===== config.mk =====
export PLATFORM = sky130hd
export DESIGN_NAME = fpec_ctrl
export DESIGN_NICKNAME = d
export VERILOG_FILES = /design/src/fpec_pkg.sv /design/src/fpec_ctrl.sv
export SDC_FILE = /design/constraint.sdc
export NUM_CORES = 1
export LEC_CHECK = 0
export ABC_AREA = 1
export BUFFER_PORTS_ARGS = -buffer_cell sky130_fd_sc_hd__buf_4
export CORE_MARGIN = 1
export CORE_UTILIZATION = 24
export CTS_BUF_LIST = sky130_fd_sc_hd__clkbuf_4
export CTS_CLUSTER_SIZE = 10
export DETAILED_ROUTE_END_ITERATION = 8
export GPL_TIMING_DRIVEN = 0
export HOLD_SLACK_MARGIN = 0.08
export PLACE_DENSITY = 0.57
export SLEW_MARGIN = 20
export SYNTH_ARGS = -nofsm -noshare
export SYNTH_HDL_FRONTEND = slang
export SYNTH_SLANG_ARGS = --single-unit

===== constraint.sdc =====
create_clock -name clk -period 5.4 [get_ports clk]
set_clock_uncertainty 0.15 [all_clocks]
set_input_delay 1.62 -clock clk [delete_from_list [all_inputs] [get_ports clk]]
set_output_delay 1.62 -clock clk [all_outputs]
set_load 0.1 [all_outputs]

===== src/fpec_pkg.sv =====
// Package: register map, bit positions and types of the flash sequencer
package fpec_pkg;
    // Register byte addresses (word aligned)
    localparam logic [3:0] FPEC_ADDR_MODE = 4'h0;
    localparam logic [3:0] FPEC_ADDR_STAT = 4'h4;
    localparam logic [3:0] FPEC_ADDR_BLK = 4'h8;
    localparam logic [3:0] FPEC_ADDR_GATE = 4'hc;
    // Mode register bit positions
    localparam int FPEC_BIT_UNLOCK = 6;
    localparam int FPEC_BIT_ESU = 5;
    localparam int FPEC_BIT_PSU = 4;
    localparam int FPEC_BIT_EVFY = 3;
    localparam int FPEC_BIT_PVFY = 2;
    localparam int FPEC_BIT_ERASE = 1;
    localparam int FPEC_BIT_PROG = 0;
    // Status and gate bit positions
    localparam int FPEC_BIT_FAULT = 7;
    localparam int FPEC_BIT_GATE = 7;
    // Implemented bit masks
    localparam logic [7:0] FPEC_MODE_MASK = 8'h7f;
    localparam logic [4:0] FPEC_BLK_NONE = 5'h00;
    localparam logic [7:0] FPEC_RST8 = 8'h00;
    localparam logic [31:0] FPEC_RST32 = 32'h0000_0000;
    // Array geometry
    localparam logic [14:0] FPEC_BLK0_LO = 15'h0000;
    localparam logic [14:0] FPEC_BLK0_HI = 15'h03ff;
    localparam logic [14:0] FPEC_BLK1_LO = 15'h0400;
    localparam logic [14:0] FPEC_BLK1_HI = 15'h07ff;
    localparam logic [14:0] FPEC_BLK2_LO = 15'h0800;
    localparam logic [14:0] FPEC_BLK2_HI = 15'h0bff;
    localparam logic [14:0] FPEC_BLK3_LO = 15'h0c00;
    localparam logic [14:0] FPEC_BLK3_HI = 15'h0fff;
    localparam logic [14:0] FPEC_BLK4_LO = 15'h1000;
    localparam logic [14:0] FPEC_BLK4_HI = 15'h7fff;
    localparam int FPEC_UNIT_LSB = 7;
    localparam logic [6:0] FPEC_UNIT_OFS = 7'h00;

    // Array operating state
    typedef enum logic [2:0] {
        FPEC_READ = 3'b000,
        FPEC_PSETUP = 3'b001,
        FPEC_PROG = 3'b011,
        FPEC_PVFY = 3'b010,
        FPEC_ESETUP = 3'b110,
        FPEC_ERASE = 3'b111,
        FPEC_EVFY = 3'b101,
        FPEC_FAULT = 3'b100
    } fpec_state_t;

    // Array control bundle to the flash macro
    typedef struct packed {
        logic prog;
        logic erase;
        logic pvfy;
        logic evfy;
        logic [4:0] blk;
        logic [14:0] unit_addr;
    } fpec_arr_t;
endpackage


===== src/fpec_ctrl.sv =====
// Flash program/erase control and status registers on Avalon-MM
//
// Operation
// - Program one aligned 128-byte unit per operation
// - Four 1k blocks, one 28k block
// - Unlock clear refuses other mode/block bits
// - Erase setup bit enters erase setup
// - Program setup bit enters program setup
// - Erase verify bit sets erase verify
// - Program verify bit sets program verify
// - Erase needs unlock and erase setup
// - Program needs unlock and program setup
// - Fault sets status bit 7, protects array
// - Unlock clear holds block select zero
// - Multiple block picks clear all picks
// - Block 4 covers 0x1000 to 0x7fff
// - Block 3 covers 0x0c00 to 0x0fff
// - Block 2 covers 0x0800 to 0x0bff
// - Block 1 covers 0x0400 to 0x07ff
// - Block 0 covers 0x0000 to 0x03ff
// - Reserved bits read as zero
// - Mode, status and block registers reachable only with access gate set
//
// The register addresses and the Avalon-MM interface to the registers were decided locally.
`timescale 1ns/1ps
`default_nettype none

module fpec_ctrl (
    input wire logic clk, // System clock, 40 MHz
    input wire logic resetn, // Asynchronous reset, active low
    input wire logic [3:0] avs_address, // Byte address
    input wire logic avs_read, // Read request
    input wire logic avs_write, // Write request
    input wire logic [31:0] avs_writedata, // Write data
    input wire logic [3:0] avs_byteenable, // Byte lanes
    output logic [31:0] avs_readdata, // Read data
    output logic avs_waitrequest, // Stall until answer
    input wire logic [14:0] prog_addr, // Target address for programming
    input wire logic fault_event, // Error pulse from the array
    output fpec_pkg::fpec_arr_t arr_ctrl, // Controls to the array
    output fpec_pkg::fpec_state_t arr_state // Current array state
);
    import fpec_pkg::*;

    ////////////////////////////////////////////////////////////////////
    logic [7:0] mode_q;
    logic [7:0] mode_d;
    logic [4:0] blk_q;
    logic [4:0] blk_d;
    logic fault_q;
    logic gate_q;
    logic ack_q;
    logic [31:0] rdata_d;
    logic req;
    logic wr_go;
    logic rd_go;
    logic regs_open;
    logic fault_pending;
    logic fault_hit;
    fpec_state_t state_d;
    fpec_arr_t arr_d;

    // One wait state: the request is answered on the second edge
    assign req = avs_read | avs_write;
    assign wr_go = avs_write & ack_q;
    assign rd_go = avs_read & ack_q;
    assign regs_open = gate_q;
    // Only an error while programming or erasing counts as a fault
    assign fault_hit = fault_event &&
                       (arr_state == FPEC_PROG || arr_state == FPEC_ERASE);
    assign fault_pending = fault_q | fault_hit;

    // Answer toggle; waitrequest drops on the cycle after the request
    always_ff @(posedge clk or negedge resetn) begin
        if (!resetn) begin
            ack_q <= 1'b0;
        end else begin
            ack_q <= req & ~ack_q;
        end
    end

    always_ff @(posedge clk or negedge resetn) begin
        if (!resetn) begin
            avs_waitrequest <= 1'b1;
        end else begin
            avs_waitrequest <= ~(req & ~ack_q);
        end
    end

    ////////////////////////////////////////////////////////////////////
    // Register access gate
    always_ff @(posedge clk or negedge resetn) begin
        if (!resetn) begin
            gate_q <= 1'b0;
        end else if (wr_go && avs_address == FPEC_ADDR_GATE &&
                     avs_byteenable[0]) begin
            gate_q <= avs_writedata[FPEC_BIT_GATE];
        end
    end

    // Mode register next value
    always_comb begin
        mode_d = mode_q;
        if (wr_go && regs_open && avs_address == FPEC_ADDR_MODE &&
            avs_byteenable[0]) begin
            mode_d = avs_writedata[7:0] & FPEC_MODE_MASK;
            if (!avs_writedata[FPEC_BIT_UNLOCK]) begin
                mode_d = FPEC_RST8;
            end else if (!mode_q[FPEC_BIT_UNLOCK]) begin
                mode_d = FPEC_RST8;
                mode_d[FPEC_BIT_UNLOCK] = 1'b1;
            end
        end
        if (fault_pending) begin
            mode_d[FPEC_BIT_ERASE] = 1'b0;
            mode_d[FPEC_BIT_PROG] = 1'b0;
        end
    end

    always_ff @(posedge clk or negedge resetn) begin
        if (!resetn) begin
            mode_q <= FPEC_RST8;
        end else begin
            mode_q <= mode_d;
        end
    end

    // Block select next value
    always_comb begin
        blk_d = blk_q;
        if (wr_go && regs_open && avs_address == FPEC_ADDR_BLK &&
            avs_byteenable[0]) begin
            blk_d = avs_writedata[4:0];
        end
        if ($countones(blk_d) > 1) begin
            blk_d = FPEC_BLK_NONE;
        end
        if (!mode_d[FPEC_BIT_UNLOCK]) begin
            blk_d = FPEC_BLK_NONE;
        end
    end

    always_ff @(posedge clk or negedge resetn) begin
        if (!resetn) begin
            blk_q <= FPEC_BLK_NONE;
        end else begin
            blk_q <= blk_d;
        end
    end

    // Sticky fault flag; status register ignores writes
    always_ff @(posedge clk or negedge resetn) begin
        if (!resetn) begin
            fault_q <= 1'b0;
        end else if (fault_hit) begin
            fault_q <= 1'b1;
        end
    end

    ////////////////////////////////////////////////////////////////////
    // Array state from the mode bits
    always_comb begin
        state_d = FPEC_READ;
        if (fault_q) begin
            state_d = FPEC_FAULT;
        end else if (mode_q[FPEC_BIT_UNLOCK]) begin
            if (mode_q[FPEC_BIT_ESU] && mode_q[FPEC_BIT_ERASE]) begin
                state_d = FPEC_ERASE;
            end else if (mode_q[FPEC_BIT_PSU] && mode_q[FPEC_BIT_PROG]) begin
                state_d = FPEC_PROG;
            end else if (mode_q[FPEC_BIT_ESU]) begin
                state_d = FPEC_ESETUP;
            end else if (mode_q[FPEC_BIT_PSU]) begin
                state_d = FPEC_PSETUP;
            end else if (mode_q[FPEC_BIT_EVFY]) begin
                state_d = FPEC_EVFY;
            end else if (mode_q[FPEC_BIT_PVFY]) begin
                state_d = FPEC_PVFY;
            end
        end
    end

    // Array controls follow the state
    always_comb begin
        arr_d = '0;
        case (state_d)
            FPEC_PROG: begin
                arr_d.prog = 1'b1;
                // Aligned 128-byte unit base
                arr_d.unit_addr = {prog_addr[14:FPEC_UNIT_LSB],
                                   FPEC_UNIT_OFS};
            end
            FPEC_ERASE: begin
                arr_d.erase = 1'b1;
                arr_d.blk = blk_q;
            end
            FPEC_PVFY: begin
                arr_d.pvfy = 1'b1;
            end
            FPEC_EVFY: begin
                arr_d.evfy = 1'b1;
                arr_d.blk = blk_q;
            end
            default: begin
                arr_d = '0;
            end
        endcase
    end

    always_ff @(posedge clk or negedge resetn) begin
        if (!resetn) begin
            arr_state <= FPEC_READ;
            arr_ctrl <= '0;
        end else begin
            arr_state <= state_d;
            arr_ctrl <= arr_d;
        end
    end

    ////////////////////////////////////////////////////////////////////
    // Read data mux; unmapped or gated reads return zero
    always_comb begin
        rdata_d = FPEC_RST32;
        case (avs_address)
            FPEC_ADDR_MODE: begin
                if (regs_open) begin
                    rdata_d[7:0] = mode_q;
                end
            end
            FPEC_ADDR_STAT: begin
                if (regs_open) begin
                    rdata_d[FPEC_BIT_FAULT] = fault_q;
                end
            end
            FPEC_ADDR_BLK: begin
                if (regs_open) begin
                    rdata_d[4:0] = blk_q;
                end
            end
            FPEC_ADDR_GATE: begin
                rdata_d[FPEC_BIT_GATE] = gate_q;
            end
            default: begin
                rdata_d = FPEC_RST32;
            end
        endcase
    end

    always_ff @(posedge clk or negedge resetn) begin
        if (!resetn) begin
            avs_readdata <= FPEC_RST32;
        end else if (avs_read && !ack_q) begin
            avs_readdata <= rdata_d;
        end
    end

    ////////////////////////////////////////////////////////////////////
    // Block address ranges, for reference by checks
    logic [14:0] blk_lo [5];
    logic [14:0] blk_hi [5];
    assign blk_lo[0] = FPEC_BLK0_LO;
    assign blk_hi[0] = FPEC_BLK0_HI;
    assign blk_lo[1] = FPEC_BLK1_LO;
    assign blk_hi[1] = FPEC_BLK1_HI;
    assign blk_lo[2] = FPEC_BLK2_LO;
    assign blk_hi[2] = FPEC_BLK2_HI;
    assign blk_lo[3] = FPEC_BLK3_LO;
    assign blk_hi[3] = FPEC_BLK3_HI;
    assign blk_lo[4] = FPEC_BLK4_LO;
    assign blk_hi[4] = FPEC_BLK4_HI;

    // Checks
    unlock_gates_a: assert property (
        @(posedge clk) disable iff (!resetn)
        !mode_q[FPEC_BIT_UNLOCK] |-> (mode_q == FPEC_RST8))
        else $error("mode bits set while locked");

    blk_zero_a: assert property (
        @(posedge clk) disable iff (!resetn)
        !mode_q[FPEC_BIT_UNLOCK] |-> (blk_q == FPEC_BLK_NONE))
        else $error("block select not zero while locked");

    blk_onehot_a: assert property (
        @(posedge clk) disable iff (!resetn)
        $onehot0(blk_q))
        else $error("more than one block selected");

    erase_entry_a: assert property (
        @(posedge clk) disable iff (!resetn)
        arr_ctrl.erase |-> $past(mode_q[FPEC_BIT_ESU] &&
                                 mode_q[FPEC_BIT_UNLOCK]))
        else $error("erase without setup");

    prog_entry_a: assert property (
        @(posedge clk) disable iff (!resetn)
        arr_ctrl.prog |-> $past(mode_q[FPEC_BIT_PSU] &&
                                mode_q[FPEC_BIT_UNLOCK]))
        else $error("program without setup");

    prog_align_a: assert property (
        @(posedge clk) disable iff (!resetn)
        arr_ctrl.prog |-> (arr_ctrl.unit_addr[6:0] == FPEC_UNIT_OFS))
        else $error("program unit not aligned");

    fault_sticky_a: assert property (
        @(posedge clk) disable iff (!resetn)
        fault_q |=> fault_q && (arr_state == FPEC_FAULT) && !arr_ctrl.prog)
        else $error("fault protection lost");

    evfy_mode_a: assert property (
        @(posedge clk) disable iff (!resetn)
        (mode_q == 8'h48) && !fault_q |=> arr_ctrl.evfy)
        else $error("erase verify not entered");

    pvfy_mode_a: assert property (
        @(posedge clk) disable iff (!resetn)
        (mode_q == 8'h44) && !fault_q |=> arr_ctrl.pvfy)
        else $error("program verify not entered");

    reserved_a: assert property (
        @(posedge clk) disable iff (!resetn)
        !avs_waitrequest |-> (avs_readdata[31:8] == 24'h000000))
        else $error("reserved bits read nonzero");

    answer_time_a: assert property (
        @(posedge clk) disable iff (!resetn)
        $rose(avs_read | avs_write) |-> ##1 !avs_waitrequest)
        else $error("bus answer late");

    wait_pulse_a: assert property (
        @(posedge clk) disable iff (!resetn)
        !avs_waitrequest |=> avs_waitrequest)
        else $error("waitrequest low for more than one cycle");

    gate_blk_a: assert property (
        @(posedge clk) disable iff (!resetn)
        !regs_open |=> $stable(blk_q))
        else $error("block select changed while gated");

    gated_read_a: assert property (
        @(posedge clk) disable iff (!resetn)
        avs_read && !ack_q && !regs_open &&
        (avs_address != FPEC_ADDR_GATE) |=> (avs_readdata == FPEC_RST32))
        else $error("gated register read not zero");

    blk_tiling_a: assert property (
        @(posedge clk) disable iff (!resetn)
        (blk_lo[0] == '0) && (&blk_hi[4]) &&
        (blk_lo[1] == blk_hi[0] + 15'h0001) &&
        (blk_lo[2] == blk_hi[1] + 15'h0001) &&
        (blk_lo[3] == blk_hi[2] + 15'h0001) &&
        (blk_lo[4] == blk_hi[3] + 15'h0001))
        else $error("erase blocks do not tile the array");
endmodule // fpec_ctrl

`default_nettype wire


==> qor.yml <==
placement:
  placed_area_um2: 2900
  io_buffers: 54
  dpl.hpwl_mm: 3.74
  gp_congestion: 0.824
logic_synthesis:
  synthArstFlopShare: 1.00
  synth_top_family_by_area: "simple AND/OR/NAND/NOR gates"
  synthAdderAreaFrac: 0.0145
  yosysWarnings: 0
  ys_seq_area_frac: 0.490
  synth_ff_type: "dfrtp_1"
  synth_top_cell_by_area: "dfrtp_1"
  synth_edf_count: 0
  avgSynthCellArea_um2: 9.14
  synth-xor-area-share: 0
  synth_cells: 246
  synth_top_area_frac: 0.478
  synth-seq-cells: 44
  synth-simple-area-share: 0.263
  synth_mux_area_frac: 0
  synth_cell_types: 31
  syn_area_um2: 2250
  yosys-top-cells-area: "dfrtp_1 48%, buf_4 10%, nand2_1 8.5%"
  synth-compound-area-share: 0.0562
clock_network:
  clk_latency_ns: 0.35
  post_cts_resized: 0
  cts_tree: "yes"
  cts_hold_buf: 0
  cts_buffers: 5
  path_clk_slew_ns: 0.13
  root_buffer: "clkbuf_4"
  htree_levels: 2
  cts.sinks: 44
  clock_path_buffers: 2
  postCtsSetupRepairBufs: 0
setup_path:
  rr_endpoint: "blk_q[0]"
  cp_max_fo: 7
  worstReg2RegStart: "ack_q"
  crit_chain: "buf_4, inv_1, nand2_1, nor2_4, nand2_4, nand2_1, nand2_1, fa_1, ha_1, nand3_1, nand2_2, nor2_1"
  cpPeakStageDelay_ns: 0.48
  critical-path-top-delay-family: "simple AND/OR/NAND/NOR gates"
  critical_path.slowest_cell: "fa_1"
  rrSetupSlack_ns: 3.15
  arrival_ns: 3.49
  endpoint_kind: "flop"
  path_buf_inv: 2
  start_kind: "input pin"
  crit_required_ns: 5.55
  reg2regPathDepth: 10
  cp_common_cell: "nand2_1"
  criticalPathCategory: "input pin to flop"
sta:
  hold_slack_ns: 0.347
  worstMarginPinSlew_ns: 0.544
  fin_crit_sh: 0.618
  fmax_mhz: 300
  rsz0062_at_grt: "no"
  hold_viol: 0
  setup_viol_count_final: 0
  drv_slew: 0
  final.min_clock_period_ns: 3.34
  fin_tns_setup_ns: 0
  slew-limit-headroom: 0.638
finish:
  area.growth.synth_to_final_pct: 31.5
  fin_nets: 399
  final_common_cell: "buf_4"
  drive_gt1_frac: 0.376
  stdcell_area_um2: 2960
  final_cell_mix: "85 x buf_4, 51 x nand2_1, 43 x dfrtp_1"
  antenna_cells: 0
  n_fill_cell: 913
detailed_routing:
  vias_per_cell: 3.91
  final_antenna_net_count: 0
  drt-pass1-iter-count: 4
  vias: 1742
  wl_per_cell_um: 10.2
  drc: 0
  drt-total-wl_mm: 4.55
  drtIter0Drc: 85
die:
  rows: 34
  start_util: 0.253
  core-area_um2: 8890
  pin_count: 120
  fp.dieArea_um2: 9760
  die_w_um: 98.8
  dieHeight_um: 98.8
global_routing:
  grt_overflow: 0
  antenna_found_initial: 0
  grt_max_degree: 45
  grt_pass1_wl_mm: 7.64
  grt_pass1_vias: 1719
  grt_usage: 0.0997
min_path:
  hold-path-endpoint: "avs_readdata[0]"
  min_path_type: "flop to flop"
  min_from: "avs_readdata[0]"
  holdPathStages: 2
pwr:
  p_per_area_nw_per_um2: 246
  leakage_nw: 1.66
  max-vdd-ir-drop_v: 0.0000741
run:
  cap_viol_max_count: 0
outcome:
  outcome: "complete, no violations"
logic make-up after synthesis:
| family | after synthesis |
|---|---|
| compound gates | 18 |
| simple gates | 110 |
| other cells | 1 |
| flops | 44 |
| buf+inv | 71 |
| fa+ha+maj | 2 |
worst max path at each step:
stage / startpoint / cells after the start / slack [ns] / end
CTS: avs_address[2] / 12 / 2.06 / blk_q[2]
global route: avs_address[2] / 12 / 1.82 / blk_q[2]
floorplan: avs_address[2] / 11 / 1.98 / blk_q[0]
finish: avs_address[2] / 12 / 2.06 / blk_q[0]
global placement: avs_address[2] / 12 / 1.71 / blk_q[2]
detailed placement: avs_address[2] / 12 / 1.68 / blk_q[2]
final cells by class:
class / count / area [um^2] / area share
tap: 108 / 135 / 0.0457
multi-input combinational: 161 / 866 / 0.293
timing repair buffer: 54 / 405 / 0.137
inverter: 39 / 150 / 0.0507
clock inverter: 2 / 11.3 / 0.00381
sequential: 44 / 1100 / 0.373
buffer: 32 / 244 / 0.0825
clock buffer: 6 / 45.0 / 0.0152
synthesized netlist by cell type, types with 3 or more instances:
cell type and number:
nor2_2 8, nand2_1 51, inv_1 34, nor2_1 17, nand3_1 15, dfrtp_1 43
nand3_4 3, inv_2 3, o21ai_0 7, nand2_2 4, o22ai_1 3, nor2_4 3
buf_4 31
report_power, final:
group	internal, W	switching, W
clock network	0.0000547	0.000104
registers	0.000343	0.00000722
logic	0.0000473	0.000173
total	0.000444	0.000284
tightest hold or removal path: stages, from the launching register on:
cell     delay (ns)
dfrtp_1        0.37
nand2_1        0.06
nand2_1        0.05
through the flow:
stage | power, W | std cells | worst slack, ns | utilization
floorplan | 0.000538 | 276 | 1.98 | -
global placement | 0.000575 | 438 | 1.71 | 0.326
detailed placement | 0.000577 | 438 | 1.68 | 0.326
CTS | 0.000736 | 446 | 2.06 | 0.333
global route | 0.000761 | 446 | 1.82 | 0.333
finish | 0.000728 | 446 | 2.06 | 0.333
metal layers:
| metal | vias up | wire length (um) | global-route usage |
|---|---|---|---|
| li1 | 878 | - | - |
| met1 | 789 | 1840 | 0.109 |
| met2 | 65 | 2240 | 0.176 |
| met3 | 10 | 347 | 0.0298 |
| met4 | 0 | 128 | 0.0494 |
| met5 | - | 0 | 0 |
flip-flops by register name, summed over array words and instances, names as in the netlist:
signal / cells
ack_q: 1
arr_ctrl: 17
arr_state: 3
avs_readdata: 8
avs_waitrequest: 1
blk_q: 5
fault_q: 1
gate_q: 1
mode_q: 7
No activity file was read; power rests on OpenSTA's default activity.
